File: config.mk
export PLATFORM = sky130hd
export DESIGN_NAME = xpes_shadow
export DESIGN_NICKNAME = d
export VERILOG_FILES = /design/src/xpes_pkg.sv /design/src/xpes_shadow.sv
export SDC_FILE = /design/constraint.sdc
export NUM_CORES = 1
export LEC_CHECK = 0
export ABC_AREA = 1
export BUFFER_PORTS_ARGS = -buffer_cell sky130_fd_sc_hd__buf_2
export CAP_MARGIN = 20
export CELL_PAD_IN_SITES_DETAIL_PLACEMENT = 0
export CELL_PAD_IN_SITES_GLOBAL_PLACEMENT = 1
export CORE_UTILIZATION = 39
export CTS_BUF_LIST = sky130_fd_sc_hd__clkbuf_2 sky130_fd_sc_hd__clkbuf_4 sky130_fd_sc_hd__clkbuf_8
export DETAILED_ROUTE_END_ITERATION = 16
export HOLD_SLACK_MARGIN = 0.12
export PLACE_DENSITY = 0.95
export SETUP_SLACK_MARGIN = 0.1
export SYNTH_ARGS = -nofsm -noshare
export SYNTH_HDL_FRONTEND = slang
export SYNTH_SLANG_ARGS = --single-unit
File: constraint.sdc
create_clock -name ref_clk -period 1.3 [get_ports ref_clk]
set_input_delay 0.065 -clock ref_clk [delete_from_list [all_inputs] [get_ports ref_clk]]
set_output_delay 0.065 -clock ref_clk [all_outputs]
set_load 0.01 [all_outputs]
File: src/xpes_pkg.sv
package xpes_pkg;
  // on-chip bus word addresses of the emulation registers
  localparam logic [15:0] ADDR_EMU_SCRATCH_ZERO  = 16'heb76;
  localparam logic [15:0] ADDR_EMU_SCRATCH_ONE   = 16'heb78;
  localparam logic [15:0] ADDR_EMU_SCRATCH_TWO   = 16'heb7a;
  localparam logic [15:0] ADDR_EMU_SCRATCH_THREE = 16'heb7c;
  localparam logic [15:0] ADDR_EMU_COPY          = 16'heb7e;
  // peripheral enable word layout
  localparam logic [15:0] PEW_IMPL_MASK  = 16'h07df;
  localparam logic [15:0] PEW_RESET      = 16'h0005;
  localparam logic [15:0] PEW_PERIPH_MSK = 16'h07d3;
  localparam int FIRST_CAN_BIT  = 0;
  localparam int SMALL_RAM_BIT  = 2;

  // one write strobe with its address and data
  typedef struct packed {
    logic        wr;
    logic [15:0] addr;
    logic [15:0] data;
  } xpes_wr_s;
endpackage

File: src/xpes_shadow.sv
`timescale 1ns/100ps
// What this block does
// - emulation copy is a write-only register on the on-chip bus at eb7e.
// - peripheral enable word is a readable and writable extended function register.
// - copy keeps enable word layout; bits 5 and 11 to 15 unused.
// - four 16-bit write-only scratch registers reserved for emulator software.
// - enable word ignores writes once global peripheral enable is set.
// - enable word resets to first CAN and small RAM only.
module xpes_shadow
  import xpes_pkg::*;
(
  input  wire logic       ref_clk,
  input  wire logic       sys_rst,
  input  wire xpes_wr_s   bus_wr,
  input  wire logic       pew_wr,
  input  wire logic [15:0] pew_wdata,
  input  wire logic       global_peripheral_enable,
  output logic      [15:0] peripheral_enable_word,
  output logic      [15:0] peripheral_enable_emulation_copy,
  output logic      [15:0] emulation_scratch_zero,
  output logic      [15:0] emulation_scratch_one,
  output logic      [15:0] emulation_scratch_two,
  output logic      [15:0] emulation_scratch_three
);

  function automatic logic hit(input xpes_wr_s w, input logic [15:0] a);
    hit = w.wr && (w.addr == a);
  endfunction

  // enable word layout: unused bits always read back as zero
  function automatic logic [15:0] keep_layout(input logic [15:0] d);
    keep_layout = d & PEW_IMPL_MASK;
  endfunction

  // address decode kept apart for the checks below
  // an unmapped write in the window must leave every register alone
  logic       copy_sel;
  logic [3:0] scratch_sel;
  logic       mapped_sel;

  always_comb
  begin
    copy_sel       = hit(bus_wr, ADDR_EMU_COPY);
    scratch_sel[0] = hit(bus_wr, ADDR_EMU_SCRATCH_ZERO);
    scratch_sel[1] = hit(bus_wr, ADDR_EMU_SCRATCH_ONE);
    scratch_sel[2] = hit(bus_wr, ADDR_EMU_SCRATCH_TWO);
    scratch_sel[3] = hit(bus_wr, ADDR_EMU_SCRATCH_THREE);
    mapped_sel     = copy_sel || (|scratch_sel);
  end

  // enable word: locked once global enable is set, unused bits kept zero
  always_ff @(posedge ref_clk or posedge sys_rst)
  begin
    if (sys_rst)
      peripheral_enable_word <= PEW_RESET;
    else if (pew_wr && !global_peripheral_enable)
      peripheral_enable_word <= pew_wdata & PEW_IMPL_MASK;
  end

  // emulation copy: no reset, content undefined until written
  always_ff @(posedge ref_clk)
  begin
    if (hit(bus_wr, ADDR_EMU_COPY))
      peripheral_enable_emulation_copy <= bus_wr.data & PEW_IMPL_MASK;
  end

  // scratch registers: write only, no read path exists on the bus
  always_ff @(posedge ref_clk)
  begin
    if (hit(bus_wr, ADDR_EMU_SCRATCH_ZERO))
      emulation_scratch_zero <= bus_wr.data;
    if (hit(bus_wr, ADDR_EMU_SCRATCH_ONE))
      emulation_scratch_one <= bus_wr.data;
    if (hit(bus_wr, ADDR_EMU_SCRATCH_TWO))
      emulation_scratch_two <= bus_wr.data;
    if (hit(bus_wr, ADDR_EMU_SCRATCH_THREE))
      emulation_scratch_three <= bus_wr.data;
  end
endmodule

==> PnR_summary.wiki, run 1 <==
{| class="wikitable"
! Metric !! Value
|-
| Run status || finished clean
|-
| CP Launch Type || input pin
|-
| Post-Synth Simple-Gate Area || under 10%
|-
| Synth unique cells || 13
|-
| Post-synthesis cell type with the largest combined area || sky130_fd_sc_hd__edfxtp_1
|-
| Sum of buffers and inverters on the critical path || 3
|-
| Overall fraction of global-route tracks in use || 17.0%
|-
| Register area share after synthesis || between 80 and 90%
|-
| Dominant combinational cell family by area after synthesis || simple AND/OR/NAND/NOR gates
|-
| Post-cts gate resize count || 0
|-
| Number of instances in the synthesized netlist || between 150 and 200
|-
| Launch point of the critical path || pew_wdata[2]
|-
| Library cell with the highest instance count after synthesis || sky130_fd_sc_hd__edfxtp_1
|-
| I/O pin count || 149
|-
| Cell area after technology mapping || around 2900 um^2
|-
| Count of state elements after synthesis || 84
|-
| Drt initial violations || 78
|-
| TritonCTS clock tree || done
|-
| Unrepaired setup endpoints after global routing || no
|-
| Worst Skew || 0 ns
|-
| Post-CTS clock slew at the launch and capture registers of the worst setup and hold paths || 0.08 ns
|-
| Residual overflow from global routing || 0
|-
| Top cells by area, synth || sky130_fd_sc_hd__edfxtp_1 (78%), sky130_fd_sc_hd__dfrtp_1 (7.0%), sky130_fd_sc_hd__nand2_1 (4.1%)
|-
| Most instantiated flip-flop cell in the synthesis netlist || sky130_fd_sc_hd__edfxtp_1
|-
| Path category of the worst min-delay check || input pin to flop
|-
| FILL cells || 524
|-
| Critical path's most frequent cell || sky130_fd_sc_hd__dlygate4sd3_1
|-
| Sum of negative setup slack || 0 ns
|-
| Number of global-route vias before repair || between 1500 and 2000
|-
| Number of buffers inserted by port buffering || between 100 and 150
|-
| Weighted congestion at the end of routability-driven global placement || 0.707
|-
| Global-route wire length before repair || 9320 um
|-
| Number of vias per cell || about 4.4
|-
| Critical Path, Cell by Cell || dlygate4sd3_1 -> buf_2 -> nand3_1 -> dlygate4sd3_1 -> nand2_1
|-
| Count of TritonRoute iterations in the first routing pass || 4
|-
| Sequential standard cell area || between 2000 and 2500 um^2
|-
| Count of H-tree levels built during CTS || 3
|-
| Mean Syn Cell Area || 17.1 um^2
|-
| Delay-heaviest family, CP || buffers and inverters
|-
| Category of the critical setup timing path || input pin to flop
|-
| Adder-cell area share of the yosys netlist || 0%
|-
| Number of violations of the max-capacitance limit || 0
|-
| Initial Utilization || between 40 and 50%
|-
| Power density relative to cell area || approximately 1200 nW/um^2
|-
| End of the worst register-to-register path || peripheral_enable_word[0]
|-
| Worst reg2reg setup slack || approximately 0.57 ns
|-
| Parity-gate share of the synthesized area counting xor and xnor cells || 0%
|-
| TritonCTS sink count || 84
|-
| Number of slew-limit violations in the final report || 0
|-
| Maximum fanout count along the critical path || 1
|-
| Total inserted antenna cells || 0
|-
| Multiplexer area fraction after synthesis || 0%
|-
| Post-layout nets || 402
|-
| Overall die width || between 80 and 90 um
|-
| Final Util || roughly three fifths
|-
| Total of endpoints with negative setup slack in the final report || 0
|-
| Top cells by count, synth || sky130_fd_sc_hd__edfxtp_1 (74), sky130_fd_sc_hd__nand2_1 (31), sky130_fd_sc_hd__buf_4 (12)
|-
| Initial antenna violation count || 0
|-
| Cts bufs inserted || 9
|-
| Overall die area || between 7000 and 8000 um^2
|-
| ANT nets after route || 0
|-
| Capturing element type of the critical path || flop
|-
| Async set-or-reset flop fraction in the synthesized netlist || 11.9%
|-
| Biggest cell delay along the critical path || around 0.57 ns
|-
| Crit path to || peripheral_enable_word[2]
|-
| Fraction of layout instances using a drive strength above 1 || a little under half
|-
| Area fraction in compound gates after synthesis || 0%
|-
| Timing-limited maximum frequency || 850 MHz
|-
| Highest ir drop seen on vdd || slightly below 0.5 mV
|-
| CP max-delay cell || sky130_fd_sc_hd__dlygate4sd3_1
|-
| Vertical die dimension || 87.7 um
|-
| Leakage power || roughly 1.8 nW
|-
| Critical Path Stages || 5
|-
| Crit path arrival time || between 1 and 1.5 ns
|-
| Row Count || 30
|-
| Core ar. || a little under 7000 um^2
|-
| Placed wire-length estimate || ~4200 um
|-
| Setup bufs post-CTS || 0
|-
| Number of buffers between clock root and the deepest sink || 2
|-
| Number of warnings issued by yosys || 0
|-
| Wire length after detailed routing || about 6300 um
|-
| Depth of the worst register-to-register path || 2
|-
| Period Utilization, post-route || about nine tenths
|-
| Post-detailed-route DRC marker count || 0
|-
| Worst-Skew Late Latency || 0.33 ns
|-
| Share of Yosys cell area claimed by the top area cell type || 77.6%
|-
| Area added between synthesis and finish || 49.1%
|-
| Number of enable-type register cells in the synthesized netlist || 74
|-
| Footprint of the multi-input gates || 305 um^2
|-
| Largest net degree at the start of global routing || 16
|-
| Crit path time final || ~1.2 ns
|-
| Worst EP required || 1.57 ns
|-
| Post-DR wirelength/cell || 14.0 um
|-
| Beginning of the worst register-to-register path || peripheral_enable_word[0]
|-
| Routed vias || ~2000
|-
| Hold Vio Cnt, Final || 0
|-
| Buffer type at the clock tree root || sky130_fd_sc_hd__clkbuf_8
|}
-- routing by layer --
layer	vias to the layer above	GRT usage, %	routed length [um]
met2	97	29.5	3300
met4	0	12.1	233
met5	-	0	0
li1	922	-	-
met1	943	18.3	2420
met3	24	4.34	336
-- layout make-up --
cell class / instances / share of cell area, %
clock inverter: 7 / 1.73
timing repair buffer: 174 / 26.4
tap: 96 / 2.81
clock buffer: 9 / 2.90
inverter: 11 / 0.967
sequential: 84 / 58.0
multi-input combinational: 69 / 7.15
-- flip-flops by register name, indices dropped and copies added, names as in the netlist --
name                              count
peripheral_enable_word               10
peripheral_enable_emulation_copy     10
emulation_scratch_zero               16
emulation_scratch_two                16
emulation_scratch_three              16
emulation_scratch_one                16
-- kinds of logic after synthesis --
group / after synthesis
buffers and inverters: 25
flip-flops: 84
other: 1
AND/OR/NAND/NOR: 57
-- power by group --
group | leakage, nW | internal, mW | switching (mW)
logic | 0.935 | 0.168 | 0.169
registers | 0.785 | 2.97 | 0.0204
clock network | 0.100 | 0.901 | 0.910
total | 1.82 | 4.04 | 1.10
-- worst reg2reg max path, cell delays in order (launching register included) --
cell                      delay (ns)
sky130_fd_sc_hd__dfstp_2        0.54
sky130_fd_sc_hd__nand2_1        0.06
sky130_fd_sc_hd__nand2_1        0.08
-- metrics by stage --
step	worst slack [ns]	instance area (um^2)	power, mW	instances	hold slack (ns)
2_1_floorplan	0.0382	2920	3.19	178	-0.0963
3_3_place_gp	0.0844	3730	3.29	400	0.0544
3_5_place_dp	0.0532	3730	3.30	400	0.0588
4_1_cts	0.174	4300	5.18	453	0.204
5_1_grt	0.104	4270	5.34	450	0.145
6_report	0.124	4270	5.14	450	0.103
-- how the worst min path moves through the flow --
| stage | from | end | slack [ns] | depth (start not counted) |
|---|---|---|---|---|
| 6_report | pew_wr | peripheral_enable_word[6] | 0.10 | 3 |
| 5_1_grt | pew_wr | peripheral_enable_word[6] | 0.15 | 3 |
| 4_1_cts | bus_wr[17] | peripheral_enable_emulation_copy[7] | 0.20 | 3 |
| 3_5_place_dp | sys_rst | peripheral_enable_word[6] | 0.06 | 2 |
| 3_3_place_gp | sys_rst | peripheral_enable_word[1] | 0.05 | 2 |
| 2_1_floorplan | sys_rst | peripheral_enable_word[10] | -0.1 | 1 |
-- repair_timing --
action | CTS | global route
endpoints found under the setup margin | 0 | 4
hold buffers | 37 | 1
endpoints found under the hold margin | 94 | 3
-- layout by cell type (no fill, tap or decap), types with 2 or more instances in the layout --
cell                            count
sky130_fd_sc_hd__nand3_1           11
sky130_fd_sc_hd__nand3b_1           2
sky130_fd_sc_hd__clkbuf_8           9
sky130_fd_sc_hd__inv_6              3
sky130_fd_sc_hd__conb_1            12
sky130_fd_sc_hd__buf_2            130
sky130_fd_sc_hd__dfrtp_1            8
sky130_fd_sc_hd__dfstp_2            2
sky130_fd_sc_hd__buf_12             5
sky130_fd_sc_hd__clkinv_2           2
sky130_fd_sc_hd__nor2_1             5
sky130_fd_sc_hd__nand2_1           31
sky130_fd_sc_hd__nor2_2             6
sky130_fd_sc_hd__inv_1             11
sky130_fd_sc_hd__edfxtp_1          74
sky130_fd_sc_hd__dlygate4sd3_1     34
sky130_fd_sc_hd__buf_4              5
No activity file was read; power rests on OpenSTA's default activity.
==> run 2: changes to the inputs <==
Settings changed: BUFFER_PORTS_ARGS -buffer_cell sky130_fd_sc_hd__buf_2 to -buffer_cell sky130_fd_sc_hd__buf_4, CELL_PAD_IN_SITES_DETAIL_PLACEMENT 0 to not set, CELL_PAD_IN_SITES_GLOBAL_PLACEMENT 1 to not set, CORE_UTILIZATION 39 to 44, PLACE_DENSITY 0.95 to 0.86.
==> PnR_summary.wiki, run 2 (same netlist as run 1, synthesis figures left out) <==
{| class="wikitable"
! Metric !! Value
|-
| Total power draw || 5.21 mW (+1.3%)
|-
| Overall fraction of global-route tracks in use || 18.6% (+1.6 points)
|-
| Worst-Skew Late Latency || 0.34 ns (about the same)
|-
| Critical Path Stages || 5 (unchanged)
|-
| Path category of the worst min-delay check || input pin to flop
|-
| Largest net degree at the start of global routing || 17 (+1)
|-
| Run status || finished clean
|-
| Critical path's most frequent cell || sky130_fd_sc_hd__dlygate4sd3_1
|-
| Drt initial violations || 81 (+3.8%)
|-
| Placed wire-length estimate || 4150 um (-0.79%)
|-
| Initial Utilization || 45.3% (+4.1 points)
|-
| Sum of negative setup slack || 0 ns (unchanged)
|-
| Biggest cell delay along the critical path || 0.55 ns (-0.02 ns)
|-
| Fraction of layout instances using a drive strength above 1 || 46.3% (-0.59 points)
|-
| Core ar. || 6310 um^2 (-9.1%)
|-
| Residual overflow from global routing || 0 (unchanged)
|-
| Number of buffers between clock root and the deepest sink || 2 (unchanged)
|-
| Weighted congestion at the end of routability-driven global placement || 0.723 (+2.2%)
|-
| Initial antenna violation count || 0 (unchanged)
|-
| Total of endpoints with negative setup slack in the final report || 0 (unchanged)
|-
| Wire length after detailed routing || 6330 um (+0.65%)
|-
| Buffer type at the clock tree root || sky130_fd_sc_hd__clkbuf_8
|-
| Commonest cells after routing, fill and taps aside || sky130_fd_sc_hd__buf_4 (133), sky130_fd_sc_hd__edfxtp_1 (74), sky130_fd_sc_hd__dlygate4sd3_1 (35)
|-
| TritonCTS sink count || 84 (unchanged)
|-
| Sequential power share || 57.6% (-0.6 points)
|-
| Row Count || 29 (-3.3%)
|-
| Period Utilization, post-route || 91.1% (+0.65 points)
|-
| Met1 Track Usage GR || 20.1% (+1.8 points)
|-
| Number of buffers inserted by port buffering || 130 (unchanged)
|-
| Routed vias || 1931 (-2.8%)
|-
| Crit path to || peripheral_enable_word[3]
|-
| Post-layout nets || 400 (-0.50%)
|-
| Unrepaired setup endpoints after global routing || no
|-
| Number of vias per cell || 4.50 (+2.0%)
|-
| Pint || 4.10 mW (+1.4%)
|-
| End of the worst register-to-register path || peripheral_enable_word[2]
|-
| Area added between synthesis and finish || 58.7%
|-
| Hold Vio Cnt, Final || 0 (unchanged)
|-
| Post-DR wirelength/cell || 14.8 um (+5.6%)
|-
| Clock network fraction of design power || 34.8% (-0.4 points)
|-
| Post-CTS clock slew at the launch and capture registers of the worst setup and hold paths || 0.08 ns (about the same)
|-
| Reported net switching power || 1.11 mW (+0.74%)
|-
| Grt met3 use || 5.16% (+0.83 points)
|-
| Worst Skew || 0 ns (unchanged)
|-
| Number of slew-limit violations in the final report || 0 (unchanged)
|-
| Overall die area || 6830 um^2 (-11%)
|-
| Cts bufs inserted || 9 (unchanged)
|-
| Global-route wire length before repair || 8800 um (-5.6%)
|-
| Overall die width || 82.7 um (-5.7%)
|-
| Count of TritonRoute iterations in the first routing pass || 4 (unchanged)
|-
| TritonCTS clock tree || done
|-
| Delay-heaviest family, CP || buffers and inverters
|-
| Sum of buffers and inverters on the critical path || 3 (unchanged)
|-
| Number of global-route vias before repair || 1840 (-5.0%)
|-
| Number of violations of the max-capacitance limit || 0 (unchanged)
|-
| CP Launch Type || input pin
|-
| Power density relative to cell area || 1150 nW/um^2 (-4.9%)
|-
| Worst EP required || 1.53 ns (-0.04 ns)
|-
| Layer with the highest usage after global routing || met2
|-
| Crit path time final || 1.18 ns (+0.00847 ns)
|-
| Launch point of the critical path || pew_wdata[3]
|-
| Post-detailed-route DRC marker count || 0 (unchanged)
|-
| Vertical die dimension || 82.7 um (-5.7%)
|-
| Capturing element type of the critical path || flop
|-
| Crit path arrival time || 1.42 ns (-0.03 ns)
|-
| Most common cell after layout, fill and taps aside || sky130_fd_sc_hd__buf_4
|-
| FILL cells || 410 (-22%)
|-
| ANT nets after route || 0 (unchanged)
|-
| Category of the critical setup timing path || input pin to flop
|-
| Worst reg2reg setup slack || 0.59 ns (+0.02 ns)
|-
| Total inserted antenna cells || 0 (unchanged)
|-
| Timing-limited maximum frequency || 844 MHz (-0.72%)
|-
| Highest ir drop seen on vdd || 0.714 mV (+47%)
|-
| CP max-delay cell || sky130_fd_sc_hd__dlygate4sd3_1
|-
| Routing usage on met2 || 33.6% (+4.1 points)
|-
| Switch share || 21.3% (-0.11 points)
|-
| Beginning of the worst register-to-register path || peripheral_enable_word[2]
|-
| Maximum fanout count along the critical path || 1 (unchanged)
|-
| Leakage power || 1.91 nW (+5.1%)
|-
| Share of total power in combinational logic || 7.6% (+1.0 points)
|-
| Critical Path, Cell by Cell || dlygate4sd3_1 -> buf_4 -> nand3_1 -> dlygate4sd3_1 -> nand2_1
|-
| Depth of the worst register-to-register path || 2 (unchanged)
|-
| I/O pin count || 149 (unchanged)
|-
| Count of H-tree levels built during CTS || 3 (unchanged)
|}
## run 2: cell count changes in the layout (fill, tap and decap cells not counted)
cell / change
sky130_fd_sc_hd__buf_4: +128
sky130_fd_sc_hd__inv_6: -1
sky130_fd_sc_hd__buf_2: -130
sky130_fd_sc_hd__buf_12: -1
sky130_fd_sc_hd__dlygate4sd3_1: +1
sky130_fd_sc_hd__clkinv_4: +1
## run 2: worst min-delay path: stages
cell and delay [ns]:
sky130_fd_sc_hd__buf_4 0.08, sky130_fd_sc_hd__inv_1 0.04, sky130_fd_sc_hd__buf_4 0.17, sky130_fd_sc_hd__nand3_1 0.08, sky130_fd_sc_hd__nand2_1 0.05
## run 2: area by class of cell
cell class                      count  area, um^2  share of cell area, %
Clock buffer                        9         124                   2.73
Inverter                           11        41.3                  0.909
Tap cell                           77        96.3                   2.12
Sequential cell                    84        2470                   54.5
Multi-Input combinational cell     69         305                   6.72
Clock inverter                      7        73.8                   1.62
Timing Repair Buffer              172        1430                   31.4
## run 2: through the flow
step                worst slack (ns)  area, um^2  instances  hold WS, ns  utilization, %
floorplan                     0.0382        2920        178      -0.0963               -
global placement               0.109        4000        378       0.0574            63.3
detailed placement            0.0986        4000        378       0.0715            63.3
CTS                            0.147        4560        431        0.216            72.3
global route                   0.102        4540        429        0.200            72.0
finish                         0.116        4540        429        0.173            72.0
## run 2: how the worst min path moves through the flow
stage,startpoint,endpoint,slack (ns),cells after the start
5_1_grt,global_peripheral_enable,peripheral_enable_word[4],0.20,5
4_1_cts,global_peripheral_enable,peripheral_enable_word[3],0.22,5
2_1_floorplan,sys_rst,peripheral_enable_word[10],-0.1,1
3_5_place_dp,sys_rst,peripheral_enable_word[1],0.07,2
6_report,global_peripheral_enable,peripheral_enable_word[4],0.17,5
3_3_place_gp,sys_rst,peripheral_enable_word[10],0.06,2
## run 2: metal layers
layer  routed length (um)  up-vias
met2                 3410      102
met3                  516        9
met4                   74        0
met5                    0        -
met1                 2320      902
li1                     -      918
## run 2: power by group through the flow
stage / Combinational, mW / Sequential, mW / Clock [mW]
after global placement: 0.298 / 3.06 / 0
final: 0.396 / 3.00 / 1.81
after CTS: 0.391 / 3.00 / 1.85
after global routing: 0.433 / 3.01 / 1.96
after detailed placement: 0.310 / 3.06 / 0
after floorplan: 0.110 / 3.08 / 0
## run 2: what timing repair did
item,in CTS,in global routing
hold endpoints to repair,94,3
setup buffers,0,0
hold buffers,37,1
gates resized for setup,0,0
endpoints found under the setup margin,0,3
